<file path="src/design/atac_pkg.sv">
// constants for the adc threshold and accumulator post-processing block
package atac_pkg;

  // ------------------------------------------------------------
  // register byte addresses
  // ------------------------------------------------------------
  localparam logic [31:0] ATAC_OFS_STATUS      = 32'hffff0500;
  localparam logic [31:0] ATAC_OFS_MASK        = 32'hffff0504;
  localparam logic [31:0] ATAC_OFS_CONTROL     = 32'hffff0508;
  localparam logic [31:0] ATAC_OFS_MODE        = 32'hffff050c;
  localparam logic [31:0] ATAC_OFS_CONFIG      = 32'hffff0510;
  localparam logic [31:0] ATAC_OFS_RES_LIMIT   = 32'hffff0534;
  localparam logic [31:0] ATAC_OFS_RES_COUNT   = 32'hffff0538;
  localparam logic [31:0] ATAC_OFS_MAG_TH      = 32'hffff053c;
  localparam logic [31:0] ATAC_OFS_EXC_LIMIT   = 32'hffff0540;
  localparam logic [31:0] ATAC_OFS_EXC_COUNT   = 32'hffff0544;
  localparam logic [31:0] ATAC_OFS_ACC         = 32'hffff0548;
  localparam logic [31:0] ATAC_OFS_ACC_TH      = 32'hffff054c;

  // ------------------------------------------------------------
  // reset values
  // ------------------------------------------------------------
  localparam logic [15:0] ATAC_RST_MAG_TH      = 16'h0000;
  localparam logic [7:0]  ATAC_RST_EXC_LIMIT   = 8'h01;
  localparam logic [7:0]  ATAC_RST_EXC_COUNT   = 8'h00;
  localparam logic [31:0] ATAC_RST_ACC         = 32'h00000000;
  localparam logic [31:0] ATAC_RST_ACC_TH      = 32'h00000000;
  localparam logic [15:0] ATAC_RST_RES_LIMIT   = 16'h0001;
  localparam logic [15:0] ATAC_RST_RES_COUNT   = 16'h0000;
  localparam logic [4:0]  ATAC_RST_CONFIG      = 5'h00;
  localparam logic [2:0]  ATAC_RST_STATUS      = 3'h0;
  localparam logic [2:0]  ATAC_RST_MASK        = 3'h0;
  localparam logic [7:0]  ATAC_RST_CONTROL     = 8'h00;
  localparam logic [7:0]  ATAC_RST_MODE        = 8'h00;

  // ------------------------------------------------------------
  // field positions
  // ------------------------------------------------------------
  localparam int ATAC_CFG_RCNT_EN  = 0;
  localparam int ATAC_CFG_CMP_LO   = 1;
  localparam int ATAC_CFG_CMP_HI   = 2;
  localparam int ATAC_CFG_ACC_EN   = 3;
  localparam int ATAC_CTL_TWOS     = 0;
  localparam int ATAC_STA_READY    = 0;
  localparam int ATAC_STA_CMP_TH   = 1;
  localparam int ATAC_STA_ACC_EX   = 2;
  localparam int ATAC_STA_W        = 3;

  // ------------------------------------------------------------
  // comparator behaviour, config bits 2:1
  // ------------------------------------------------------------
  typedef enum logic [1:0] {
    ATAC_CMP_OFF   = 2'b00,
    ATAC_CMP_DEC   = 2'b01,
    ATAC_CMP_CLR   = 2'b10,
    ATAC_CMP_CLR2  = 2'b11
  } atac_cmp_mode_t;

endpackage

</file>
<file path="src/design/atac_exceed_counter.sv">
// magnitude comparator with threshold-exceeded counter
`timescale 1ns/100ps
module atac_exceed_counter #(
  parameter int RES_W = 24
) (
  input  wire logic                    pclk,
  input  wire logic                    presetn,
  input  wire logic                    res_valid,
  input  wire logic [RES_W-1:0]        res_data,
  input  wire logic                    twos_mode,
  input  wire logic [15:0]             mag_threshold,
  input  wire logic [7:0]              exc_limit,
  input  wire atac_pkg::atac_cmp_mode_t cmp_mode,
  output logic [7:0]                   exc_count,
  output logic                         limit_hit
);
  import atac_pkg::*;

  initial begin
    if (RES_W < 17) $error("result width must exceed the 16-bit threshold");
  end

  logic [7:0]       cnt_r;
  logic [7:0]       cnt_nxt;
  logic             hit_nxt;
  logic [RES_W-1:0] abs_val;
  logic [15:0]      mag;
  logic [15:0]      th;
  logic             above;

  // ------------------------------------------------------------
  // magnitude: top 16 bits of the result against the threshold
  // ------------------------------------------------------------
  always_comb begin
    abs_val = res_data;
    if (twos_mode && res_data[RES_W-1]) begin
      abs_val = (~res_data) + {{(RES_W-1){1'b0}}, 1'b1};
    end
    // twos complement drops the sign bit, so only 15 bits compare
    if (twos_mode) begin
      mag = {1'b0, abs_val[RES_W-2 -: 15]};
      th  = {1'b0, mag_threshold[14:0]};
    end else begin
      mag = abs_val[RES_W-1 -: 16];
      th  = mag_threshold;
    end
    above = (mag >= th);
  end

  // ------------------------------------------------------------
  // counter update
  // ------------------------------------------------------------
  always_comb begin
    cnt_nxt = cnt_r;
    hit_nxt = 1'b0;
    if (res_valid && (cmp_mode != ATAC_CMP_OFF)) begin
      if (above) begin
        if (cnt_r != 8'hff) begin
          cnt_nxt = cnt_r + 8'h01;
        end
      end else if (cmp_mode == ATAC_CMP_DEC) begin
        if (cnt_r != 8'h00) begin
          cnt_nxt = cnt_r - 8'h01;
        end
      end else begin
        cnt_nxt = ATAC_RST_EXC_COUNT;
      end
      hit_nxt = (cnt_nxt == exc_limit);
    end
  end

  always_ff @(posedge pclk or negedge presetn) begin
    if (!presetn) begin
      cnt_r <= ATAC_RST_EXC_COUNT;
    end else begin
      cnt_r <= cnt_nxt;
    end
  end

  // hit is taken from the next count so the flag lands with the count update
  assign exc_count = cnt_r;
  assign limit_hit = hit_nxt;

endmodule

</file>
<file path="src/design/atac_top.sv">
// adc result threshold comparator, accumulator and apb register file
//
// Behaviour
// - compare result magnitude against 16-bit threshold
// - unipolar uses bits 15:0, twos uses 14:0
// - count up when magnitude reaches threshold
// - below threshold decrement or clear count
// - 8-bit limit of readings before flag
// - flag set when count equals limit
// - comparator runs only when config enables it
// - 32-bit read-only running accumulator
// - accumulator cleared when disabled or reconfigured
// - flag when accumulator exceeds 32-bit threshold
// - accumulator flag interrupts only when unmasked
// - result counter wraps to zero at limit
// - config bit 0 enables result counter
// - control or mode write clears result counter
//
// The implementer's own choice: the APB interface to the registers.
`timescale 1ns/100ps
module atac_top #(
  parameter int RES_W = 24
) (
  input  wire logic        pclk,
  input  wire logic        presetn,
  input  wire logic        psel,
  input  wire logic        penable,
  input  wire logic        pwrite,
  input  wire logic [31:0] paddr,
  input  wire logic [31:0] pwdata,
  output logic [31:0]      prdata,
  output logic             pready,
  output logic             pslverr,
  input  wire logic        res_valid,
  input  wire logic [RES_W-1:0] res_data,
  output logic             irq
);
  import atac_pkg::*;

  initial begin
    if (RES_W < 17 || RES_W > 32) $error("result width must be 17 to 32");
  end

  // ------------------------------------------------------------
  // state
  // ------------------------------------------------------------
  logic [15:0]          mag_th_r;
  logic [15:0]          mag_th_nxt;
  logic [7:0]           exc_limit_r;
  logic [7:0]           exc_limit_nxt;
  logic [31:0]          acc_r;
  logic [31:0]          acc_nxt;
  logic [31:0]          acc_th_r;
  logic [31:0]          acc_th_nxt;
  logic [15:0]          res_limit_r;
  logic [15:0]          res_limit_nxt;
  logic [15:0]          res_cnt_r;
  logic [15:0]          res_cnt_nxt;
  logic [4:0]           cfg_r;
  logic [4:0]           cfg_nxt;
  logic [7:0]           ctl_r;
  logic [7:0]           ctl_nxt;
  logic [7:0]           mode_r;
  logic [7:0]           mode_nxt;
  logic [ATAC_STA_W-1:0] sta_r;
  logic [ATAC_STA_W-1:0] sta_nxt;
  logic [ATAC_STA_W-1:0] msk_r;
  logic [ATAC_STA_W-1:0] msk_nxt;
  logic [31:0]          prdata_r;
  logic [31:0]          prdata_nxt;
  logic                 err_r;
  logic                 err_nxt;

  logic                 wr_en;
  logic                 setup;
  logic                 reconfig;
  logic [7:0]           exc_count;
  logic                 limit_hit;
  logic [31:0]          res_ext;
  logic                 acc_over;
  logic                 ready_ev;
  logic                 acc_ev;
  atac_cmp_mode_t       cmp_mode;

  // ------------------------------------------------------------
  // address decode
  // ------------------------------------------------------------
  function automatic logic is_mapped(input logic [31:0] a);
    if (a == ATAC_OFS_STATUS) begin
      return 1'b1;
    end else if (a == ATAC_OFS_MASK) begin
      return 1'b1;
    end else if (a == ATAC_OFS_CONTROL) begin
      return 1'b1;
    end else if (a == ATAC_OFS_MODE) begin
      return 1'b1;
    end else if (a == ATAC_OFS_CONFIG) begin
      return 1'b1;
    end else if (a == ATAC_OFS_RES_LIMIT || a == ATAC_OFS_RES_COUNT) begin
      return 1'b1;
    end else if (a == ATAC_OFS_MAG_TH || a == ATAC_OFS_EXC_LIMIT) begin
      return 1'b1;
    end else if (a == ATAC_OFS_EXC_COUNT || a == ATAC_OFS_ACC) begin
      return 1'b1;
    end else if (a == ATAC_OFS_ACC_TH) begin
      return 1'b1;
    end else begin
      return 1'b0;
    end
  endfunction

  // read data is latched in the setup cycle so prdata comes from a flop
  assign setup  = psel && !penable;
  assign wr_en  = psel && penable && pwrite && !err_r;
  assign pready = 1'b1;
  assign pslverr = psel && penable && err_r;

  // ------------------------------------------------------------
  // comparator instance
  // ------------------------------------------------------------
  assign cmp_mode = atac_cmp_mode_t'(cfg_r[ATAC_CFG_CMP_HI:ATAC_CFG_CMP_LO]);

  atac_exceed_counter #(
    .RES_W (RES_W)
  ) u_exceed (
    .pclk          (pclk),
    .presetn       (presetn),
    .res_valid     (res_valid),
    .res_data      (res_data),
    .twos_mode     (ctl_r[ATAC_CTL_TWOS]),
    .mag_threshold (mag_th_r),
    .exc_limit     (exc_limit_r),
    .cmp_mode      (cmp_mode),
    .exc_count     (exc_count),
    .limit_hit     (limit_hit)
  );

  // ------------------------------------------------------------
  // software registers
  // ------------------------------------------------------------
  always_comb begin
    mag_th_nxt    = mag_th_r;
    exc_limit_nxt = exc_limit_r;
    acc_th_nxt    = acc_th_r;
    res_limit_nxt = res_limit_r;
    cfg_nxt       = cfg_r;
    ctl_nxt       = ctl_r;
    mode_nxt      = mode_r;
    msk_nxt       = msk_r;
    reconfig      = 1'b0;
    if (wr_en) begin
      if (paddr == ATAC_OFS_MAG_TH) begin
        mag_th_nxt = pwdata[15:0];
      end else if (paddr == ATAC_OFS_EXC_LIMIT) begin
        exc_limit_nxt = pwdata[7:0];
      end else if (paddr == ATAC_OFS_ACC_TH) begin
        acc_th_nxt = pwdata;
      end else if (paddr == ATAC_OFS_RES_LIMIT) begin
        res_limit_nxt = pwdata[15:0];
      end else if (paddr == ATAC_OFS_CONFIG) begin
        cfg_nxt = pwdata[4:0];
      end else if (paddr == ATAC_OFS_CONTROL) begin
        ctl_nxt  = pwdata[7:0];
        reconfig = 1'b1;
      end else if (paddr == ATAC_OFS_MODE) begin
        mode_nxt = pwdata[7:0];
        reconfig = 1'b1;
      end else if (paddr == ATAC_OFS_MASK) begin
        msk_nxt = pwdata[ATAC_STA_W-1:0];
      end
    end
  end

  // ------------------------------------------------------------
  // result counter and accumulator
  // ------------------------------------------------------------
  always_comb begin
    if (ctl_r[ATAC_CTL_TWOS]) begin
      res_ext = {{(32-RES_W){res_data[RES_W-1]}}, res_data};
    end else begin
      res_ext = {{(32-RES_W){1'b0}}, res_data};
    end
    res_cnt_nxt = res_cnt_r;
    acc_nxt     = acc_r;
    ready_ev    = 1'b0;
    acc_ev      = 1'b0;
    if (res_valid && cfg_r[ATAC_CFG_RCNT_EN]) begin
      if (res_cnt_r + 16'h0001 == res_limit_r) begin
        res_cnt_nxt = ATAC_RST_RES_COUNT;
        ready_ev    = 1'b1;
      end else begin
        res_cnt_nxt = res_cnt_r + 16'h0001;
      end
    end else if (res_valid) begin
      ready_ev = 1'b1;
    end
    if (res_valid && cfg_r[ATAC_CFG_ACC_EN]) begin
      acc_nxt = acc_r + res_ext;
      acc_ev  = 1'b1;
    end
    // reconfiguring wins over a result arriving in the same cycle
    if (reconfig) begin
      res_cnt_nxt = ATAC_RST_RES_COUNT;
      acc_nxt     = ATAC_RST_ACC;
      acc_ev      = 1'b0;
    end
    if (!cfg_r[ATAC_CFG_ACC_EN]) begin
      acc_nxt = ATAC_RST_ACC;
    end
  end

  // signed compare in twos mode so negative sums never look huge
  always_comb begin
    if (ctl_r[ATAC_CTL_TWOS]) begin
      acc_over = $signed(acc_nxt) > $signed(acc_th_r);
    end else begin
      acc_over = acc_nxt > acc_th_r;
    end
  end

  // ------------------------------------------------------------
  // status and interrupt; a set beats a same-cycle clear
  // ------------------------------------------------------------
  always_comb begin
    sta_nxt = sta_r;
    if (wr_en && paddr == ATAC_OFS_STATUS) begin
      sta_nxt = sta_r & ~pwdata[ATAC_STA_W-1:0];
    end
    if (ready_ev) begin
      sta_nxt[ATAC_STA_READY] = 1'b1;
    end
    if (limit_hit) begin
      sta_nxt[ATAC_STA_CMP_TH] = 1'b1;
    end
    if (acc_ev && acc_over) begin
      sta_nxt[ATAC_STA_ACC_EX] = 1'b1;
    end
  end

  assign irq = |(sta_r & msk_r);

  // ------------------------------------------------------------
  // read mux
  // ------------------------------------------------------------
  always_comb begin
    prdata_nxt = prdata_r;
    err_nxt    = err_r;
    if (setup) begin
      err_nxt    = !is_mapped(paddr);
      prdata_nxt = 32'h00000000;
      if (paddr == ATAC_OFS_STATUS) begin
        prdata_nxt[ATAC_STA_W-1:0] = sta_r;
      end else if (paddr == ATAC_OFS_MASK) begin
        prdata_nxt[ATAC_STA_W-1:0] = msk_r;
      end else if (paddr == ATAC_OFS_CONTROL) begin
        prdata_nxt[7:0] = ctl_r;
      end else if (paddr == ATAC_OFS_MODE) begin
        prdata_nxt[7:0] = mode_r;
      end else if (paddr == ATAC_OFS_CONFIG) begin
        prdata_nxt[4:0] = cfg_r;
      end else if (paddr == ATAC_OFS_RES_LIMIT) begin
        prdata_nxt[15:0] = res_limit_r;
      end else if (paddr == ATAC_OFS_RES_COUNT) begin
        prdata_nxt[15:0] = res_cnt_r;
      end else if (paddr == ATAC_OFS_MAG_TH) begin
        prdata_nxt[15:0] = mag_th_r;
      end else if (paddr == ATAC_OFS_EXC_LIMIT) begin
        prdata_nxt[7:0] = exc_limit_r;
      end else if (paddr == ATAC_OFS_EXC_COUNT) begin
        prdata_nxt[7:0] = exc_count;
      end else if (paddr == ATAC_OFS_ACC) begin
        prdata_nxt = acc_r;
      end else if (paddr == ATAC_OFS_ACC_TH) begin
        prdata_nxt = acc_th_r;
      end
    end
  end

  assign prdata = prdata_r;

  // ------------------------------------------------------------
  // registers
  // ------------------------------------------------------------
  always_ff @(posedge pclk or negedge presetn) begin
    if (!presetn) begin
      mag_th_r    <= ATAC_RST_MAG_TH;
      exc_limit_r <= ATAC_RST_EXC_LIMIT;
      acc_r       <= ATAC_RST_ACC;
      acc_th_r    <= ATAC_RST_ACC_TH;
      res_limit_r <= ATAC_RST_RES_LIMIT;
      res_cnt_r   <= ATAC_RST_RES_COUNT;
      cfg_r       <= ATAC_RST_CONFIG;
      ctl_r       <= ATAC_RST_CONTROL;
      mode_r      <= ATAC_RST_MODE;
      sta_r       <= ATAC_RST_STATUS;
      msk_r       <= ATAC_RST_MASK;
      prdata_r    <= 32'h00000000;
      err_r       <= 1'b0;
    end else begin
      mag_th_r    <= mag_th_nxt;
      exc_limit_r <= exc_limit_nxt;
      acc_r       <= acc_nxt;
      acc_th_r    <= acc_th_nxt;
      res_limit_r <= res_limit_nxt;
      res_cnt_r   <= res_cnt_nxt;
      cfg_r       <= cfg_nxt;
      ctl_r       <= ctl_nxt;
      mode_r      <= mode_nxt;
      sta_r       <= sta_nxt;
      msk_r       <= msk_nxt;
      prdata_r    <= prdata_nxt;
      err_r       <= err_nxt;
    end
  end

endmodule

</file>
<file path="config.mk">
export PLATFORM = sky130hd
export DESIGN_NAME = atac_top
export DESIGN_NICKNAME = d
export VERILOG_FILES = /design/src/design/atac_pkg.sv /design/src/design/atac_exceed_counter.sv /design/src/design/atac_top.sv
export SDC_FILE = /design/constraint.sdc
export NUM_CORES = 1
export LEC_CHECK = 0
export BUFFER_PORTS_ARGS = -buffer_cell sky130_fd_sc_hd__buf_2
export CORE_MARGIN = 5
export CORE_UTILIZATION = 45
export CTS_CLUSTER_DIAMETER = 80
export DETAILED_ROUTE_END_ITERATION = 7
export HOLD_SLACK_MARGIN = 0.02
export PLACE_DENSITY_LB_ADDON = 0.3
export RECOVER_POWER = 25
export SYNTH_ARGS = -nofsm -noshare
export SYNTH_HDL_FRONTEND = slang
export SYNTH_HIERARCHICAL = 1
export SYNTH_SLANG_ARGS = --single-unit
</file>
<file path="constraint.sdc">
create_clock -name pclk -period 13.5 [get_ports pclk]
set_clock_uncertainty 0.1 [all_clocks]
set_input_delay 0.675 -clock pclk [delete_from_list [all_inputs] [get_ports pclk]]
set_output_delay 0.675 -clock pclk [all_outputs]
set_load 0.1 [all_outputs]
</file>
# Yosys cells after proc, flatten, opt, wreduce, memory -nomap -nowiden
# Cells that the tools add are included.
# totals
input_bits,94
word_cells,169
out_inout_bits,35
register_bits,188
# op_classes
order_cmp,3
add_sub_neg,5
n_mux,86
eq_ne,16
reduce_logical,32
n_bitwise,11
# op_table
cell,count
32-bit 2-to-1 mux,17
"32-bit == test, second input constant",12
24-bit 2-to-1 mux,14
16-bit 2-to-1 mux,11
8-bit 2-to-1 mux,9
32-bit > comparator,2
29-bit 2-to-1 mux,2
32-bit adder,1
1-bit 2-to-1 mux,28
27-bit 2-to-1 mux,1
"24-bit by 1-bit adder with 24-bit output, second input constant",1
24-bit inverter,1
"16-bit by 1-bit adder with 16-bit output, second input constant",1
16-bit == test,1
16-bit greater-or-equal comparator,1
1-bit logical AND,11
2-bit nonzero test,5
3-bit 2-to-1 mux,3
9-bit AND reduction,1
"8-bit by 1-bit adder with 8-bit output, second input constant",1
8-bit == test,1
"8-bit != test, second input constant",1
8-bit AND reduction,1
8-bit nonzero test,1
15 further kinds,26

# Longest topological paths before layout
# depth
word_depth,33
mapped_depth,21
mapped_depth_nobuf,21

# Hierarchy
# Netlist, hierarchy kept.
# modules_own_cells
module,cells_per_inst,seq_area_each_um2,area_each_um2,n_inst
atac_top,1174,4506.8,11081.9,1
atac_exceed_counter,269,200.2,1916.8,1

# Least setup slack after synthesis
# OpenSTA, ideal clock, no wires.
# synth_timing
path_kind,input to register
from,input port res_data[7]
to,register sta_r[1]
n_path_buf,1
t_arrival_ns,5.231
path_slack_ns,8.105
required_time_ns,13.336
path_stages,19
setup_time_ns,0.064
cell_sequence,nor4_1 nand2_1 or4_4 or4_4 nand2b_4 or4_4 o21ai_2 xnor2_1 ha_1 nand4_2 nor3_1 or4_4 or3_1 buf_4 a211o_1 o21ai_0 mux2_2 a211oi_1 a21o_1
# synth_between
elab_chain_cells,10
elab_cells_between_ends,11
cone_classes,add/sub (1); order compare (1); eq/ne (1); mux (6); bitwise (1); reduce/logical (1)
# synth_rtl
item,line_no,rtl
from (decl),atac_top.sv:35,"input wire logic [RES_W-1:0] res_data,"
24-bit inverter (*),atac_exceed_counter.sv:37,"abs_val = (~res_data) + {{(RES_W-1){1'b0}}, 1'b1};"
24-bit by 1-bit adder with 24-bit output (*),atac_exceed_counter.sv:37,
24-bit 2-to-1 mux (*),atac_exceed_counter.sv:36,if (twos_mode && res_data[RES_W-1]) begin
16-bit 2-to-1 mux (*),atac_exceed_counter.sv:40,if (twos_mode) begin
16-bit greater-or-equal comparator (*),atac_exceed_counter.sv:47,above = (mag >= th);
8-bit 2-to-1 mux (*),atac_exceed_counter.sv:57,if (above) begin
8-bit 2-to-1 mux (*),atac_exceed_counter.sv:56,if (res_valid && (cmp_mode != ATAC_CMP_OFF)) begin
8-bit == test (*),atac_exceed_counter.sv:68,hit_nxt = (cnt_nxt == exc_limit);
1-bit 2-to-1 mux (*),atac_exceed_counter.sv:56,
via limit_hit,atac_top.sv:78,logic limit_hit;
1-bit 2-to-1 mux / 2-bit nonzero test (equally long branches),n/a,
to (signal assigned),atac_top.sv:309,sta_r <= sta_nxt;
to (decl),atac_top.sv:65,logic [ATAC_STA_W-1:0] sta_r;
# Mark *: on every way through the listed nets, which the timed path passes. The rest lies on a longest branch. The select of a mux whose other input is x is not followed.
# A chain may end at the register's enable or synchronous reset.

# Final worst setup path
# layout_timing
from,input port paddr[13]
to,register sta_r[2]
# layout_between
elab_chain_cells,15
elab_cells_between_ends,26
cone_classes,order compare (2); eq/ne (8); mux (13); reduce/logical (3)
# layout_rtl
item,line_no,rtl
from (decl),atac_top.sv:29,"input wire logic [31:0] paddr,"
32-bit == test,atac_top.sv:165,end else if (paddr == ATAC_OFS_MODE) begin
1-bit 2-to-1 mux,atac_top.sv:165,
1-bit 2-to-1 mux,atac_top.sv:162,end else if (paddr == ATAC_OFS_CONTROL) begin
1-bit 2-to-1 mux,atac_top.sv:160,end else if (paddr == ATAC_OFS_CONFIG) begin
1-bit 2-to-1 mux,atac_top.sv:158,end else if (paddr == ATAC_OFS_RES_LIMIT) begin
1-bit 2-to-1 mux,atac_top.sv:156,end else if (paddr == ATAC_OFS_ACC_TH) begin
1-bit 2-to-1 mux,atac_top.sv:154,end else if (paddr == ATAC_OFS_EXC_LIMIT) begin
1-bit 2-to-1 mux (*),atac_top.sv:152,if (paddr == ATAC_OFS_MAG_TH) begin
1-bit 2-to-1 mux (*),atac_top.sv:151,if (wr_en) begin
32-bit 2-to-1 mux (*),atac_top.sv:202,if (reconfig) begin
32-bit 2-to-1 mux (*),atac_top.sv:207,if (!cfg_r[ATAC_CFG_ACC_EN]) begin
via acc_nxt[30],atac_top.sv:52,logic [31:0] acc_nxt;
32-bit > comparator (on tied branches),"atac_top.sv:217, atac_top.sv:215",
1-bit 2-to-1 mux (*),atac_top.sv:214,if (ctl_r[ATAC_CTL_TWOS]) begin
1-bit logical AND (*),atac_top.sv:235,if (acc_ev && acc_over) begin
1-bit 2-to-1 mux / 2-bit nonzero test (equally long branches),n/a,
# Mark *: on every way through the listed nets, which the timed path passes. The rest lies on a longest branch.

==> summary.txt <==
Cells and area
  – Filler Cell Count: about 2,700
  – Inserted Diodes: 0
  – Fin nets: roughly 1,700
  – Most frequent cells in the layout: dfrtp_1, nand2_1, o21ai_0
  – Ratio of cells with drive above 1 in the final layout: between 10% and 20%
  – Non-Filler Instances: 1,927
  – FF+latch area: ~4700 µm²
  – Area of the multi-input gates: 7755 µm²
  – Synthesis-to-layout area growth: 11.11%
  – Commonest non-fill, non-tap cell in the layout: dfrtp_1

Detailed routing
  – WL met1: roughly 17,000 µm
  – Metal2 WL: slightly below 20,000 µm
  – DRC: 0
  – DRT antenna net count: 0
  – DR vias/cell: between 6 and 7
  – Total vias in the final route: between 10,000 and 15,000
  – WL/cell: slightly above 20 µm
  – Drt pass-1 iters: 5
  – Top Metal Used: met4
  – Total Wirelength: between 40,000 and 50,000 µm
  – Met3 wire len: roughly 2200 µm
  – Drt first-iter violations: 977

Global route
  – Vias in the first global route: about 12,000
  – Pin count of the biggest net entering global routing: 70
  – Total grt overflow: 0
  – First-pass GRT wire length: roughly 64,000 µm
  – Initial antenna violation count: 0
  – Total GRT Usage: 24.26%

Worst setup path
  – Critical path type: in -> reg
  – CP Capture Type: flop
  – CP peak stage delay: 0.75 ns
  – CP bufs+invs: 2
  – CP startpoint kind: input pin
  – Critical Path RT: 13.73 ns
  – Worst path cell trace: buf_2 > or4_1 > or4_4 > nor4b_1 > and3_1 > nor4_4 > buf_4 > nand2b_1 > or4_1 > nand3_1 > ha_1 > nand4_1 > or2_2 > nor3_1 > nand4_1 > nand3b_1 > nor3_1 > a21oi_1 > nand2_1
  – R2r setup slk: around 8.3 ns
  – Worst EP arrival: between 6 and 7 ns
  – Delay-heaviest family, CP: simple AND/OR/NAND/NOR gates
  – CP Depth: 19
  – Slowest CP cell: nand2b_1
  – Reg2Reg Depth: 21
  – Crit Path Max Fanout: 29

STA
  – Final setup viols: 0
  – Fmax: 0.1621 GHz
  – Setup TNS: 0 ns
  – RSZ-0062 raised after global routing: no
  – Tcrit/Tclk final: 45.70%
  – Final Hold Fails: 0
  – Slew of the pin with the lowest slew margin: between 3 and 4 ns
  – Fin. max-slew vios: between 100 and 150
  – Slew HR: -145.3%
  – Clock period minus worst slack: between 6 and 7 ns

Yosys
  – Net count after synthesis: around 1,600
  – Number of flops mapped to enable cells by yosys: 0
  – Ys Warns: 6
  – Synthesized flop and latch total: between 150 and 200
  – Seq/Total Area, Yosys: 36.21%
  – Cells after Synth: ~1,400
  – Top_reg_cell synth: dfrtp_1
  – Netlist cell types: between 80 and 90
  – Fraction of registers with async set/reset: 100.0%
  – Cell Area, Synth: 13,000 µm²
  – Synth Area per Inst: around 9 µm²

Power
  – Peak supply drop: approximately 0.00008 V
  – P_leak: about 0.0068 µW
  – Pwr dens: slightly below 80 nW/µm²

Worst hold path
  – Worst hold path class: in -> reg
  – Hold path cells: 3

Clock tree
  – Postcts setup bufs: 0
  – CTS tree: built
  – CTS clock-pin slew for the worst setup and hold paths: 0.07 ns
  – H-tree Lvls: 4
  – Root buffer cell: clkbuf_16
  – Clk_lat worst skew: around 0.44 ns
  – Resize count post-CTS: 0
  – CTS buffer count: 17
  – Post-CTS Hold Fix Bufs: 0
  – CTS sink cnt: around 190
  – Clk buf depth: 2

Die
  – # IOs: about 130
  – Die area: approximately 32,000 µm²
  – Row count: 62
  – DIE HEIGHT: between 150 and 200 µm
  – Starting Density: roughly 45%
  – Die width: around 180 µm
  – Core area: about 29,000 µm²

Placement
  – Post-DP HPWL: 30,620 µm
  – GP Congestion: just under 1
  – IO Port Bufs: about 130
  – Number of cells after detailed placement: around 1,900

Flow run
  – Max Cap Viol: 2

Run status
  – Status: complete, but fails checks
  – Failing checks: capacitance limit, slew limit
-- path summary, 6_finish.rpt --
kind,to,startpoint
max in group asynchronous,prdata[13]$_DFFE_PN0P_,presetn
worst min-delay path,acc_th_r[17]$_DFFE_PN0P_,pwdata[17]
worst max register to register,sta_r[2]$_DFFE_PN0P_,acc_r[0]$_DFF_PN0_
min in group asynchronous,u_exceed/exc_count[5]$_DFFE_PN0P_,presetn
worst min register to register,prdata[22]$_DFFE_PN0P_,prdata[22]$_DFFE_PN0P_
worst max-delay path,sta_r[2]$_DFFE_PN0P_,paddr[13]
-- registers in the layout, summed over array words and instances, names as in the netlist --
signal              flops
acc_r                  32
acc_th_r               32
cfg_r                   5
ctl_r                   8
err_r                   1
exc_limit_r             8
mag_th_r               16
mode_r                  8
msk_r                   3
prdata                 32
res_cnt_r              16
res_limit_r            16
sta_r                   3
u_exceed/exc_count      8
-- stage by stage --
stage / utilization, % / instance area, µm² / hold WS, ns / setup WS (ns) / power (µW)
2_1_floorplan: - / 13000 / 0.2794 / 8.105 / 620.6
3_3_place_gp: 48.67 / 13930 / 0.3651 / 7.061 / 665.6
3_5_place_dp: 48.67 / 13930 / 0.3730 / 6.968 / 666.9
4_1_cts: 50.50 / 14460 / 0.08363 / 7.375 / 1127
5_1_grt: 50.45 / 14440 / 0.3427 / 5.881 / 1160
6_report: 50.45 / 14440 / 0.3387 / 7.331 / 1119
-- layout make-up --
| class | instances | area share [%] |
|---|---|---|
| Sequential cell | 188 | 32.59 |
| Inverter | 68 | 1.767 |
| Clock buffer | 18 | 2.972 |
| Timing Repair Buffer | 139 | 4.990 |
| Tap cell | 384 | 3.327 |
| Clock inverter | 13 | 0.6584 |
| Multi-Input combinational cell | 1117 | 53.69 |
-- worst reg2reg max path: stages (launching register included) --
cell	delay (ns)
dfrtp_1	0.41
ha_1	0.24
fa_1	0.41
a21o_1	0.17
a21o_1	0.20
a2111oi_0	0.71
or3_1	0.24
nand3_1	0.16
a41oi_1	0.30
xnor2_1	0.09
mux2i_1	0.21
nor2_1	0.09
ha_1	0.27
a21o_1	0.17
a21o_1	0.18
a21o_1	0.17
a21o_1	0.17
a211oi_1	0.21
o21ai_0	0.13
a41oi_1	0.23
mux2i_1	0.21
nand2_1	0.06
-- cells by family (layout without fill, tap and decap cells) --
group / count (synthesis) / after routing / share of synthesized area, %
simple gates: 455 / 455 / 18.24
flops: 188 / 188 / 36.21
mux: 97 / 97 / 8.143
buf+inv: 138 / 238 / 4.254
other cells: 1 / 1 / 0.02885
fa+ha+maj: 85 / 85 / 8.220
compound gates: 409 / 409 / 20.19
xor+xnor: 70 / 70 / 4.717
-- layer usage --
metal  up-vias  GRT usage (%)
met3        70          4.426
met1      5755          31.15
met4         0          8.077
met2       397          41.44
met5         -              0
li1       5469              -
-- synthesized netlist by cell type (all sizes together) (10+ instances only) --
library cell  number  area, µm²
xnor2             55      481.7
o22ai             11      68.82
ha                83       1039
nor2              95      361.6
dfrtp            186       4654
nand3             29      145.1
and3              17      106.4
nand3b            15      112.6
nand2b            12      82.58
inv               68      255.2
xor2              15      131.4
buf               18      101.4
nor4              10      92.59
a221oi            14      122.6
nor3              31      175.2
or4               12      108.9
nand2            145      546.8
o21ai            134      685.7
mux2              70      788.3
o221ai            14      122.6
a21o              36      270.3
a21oi             84      420.4
nor2b             14      87.58
a22oi             25      187.7
or3               11      68.82
mux2i             27      270.3
a211oi            17      127.6
nand4             23      150.1
clkbuf            52      196.4
-- power breakdown --
group	total, µW	switching (µW)	leakage (µW)	internal (µW)
Sequential	565	0.788	0.00242	564
Clock	463	228	0.000253	235
Combinational	90.7	61.5	0.00411	29.2
Power figures use the tool's default switching activity.
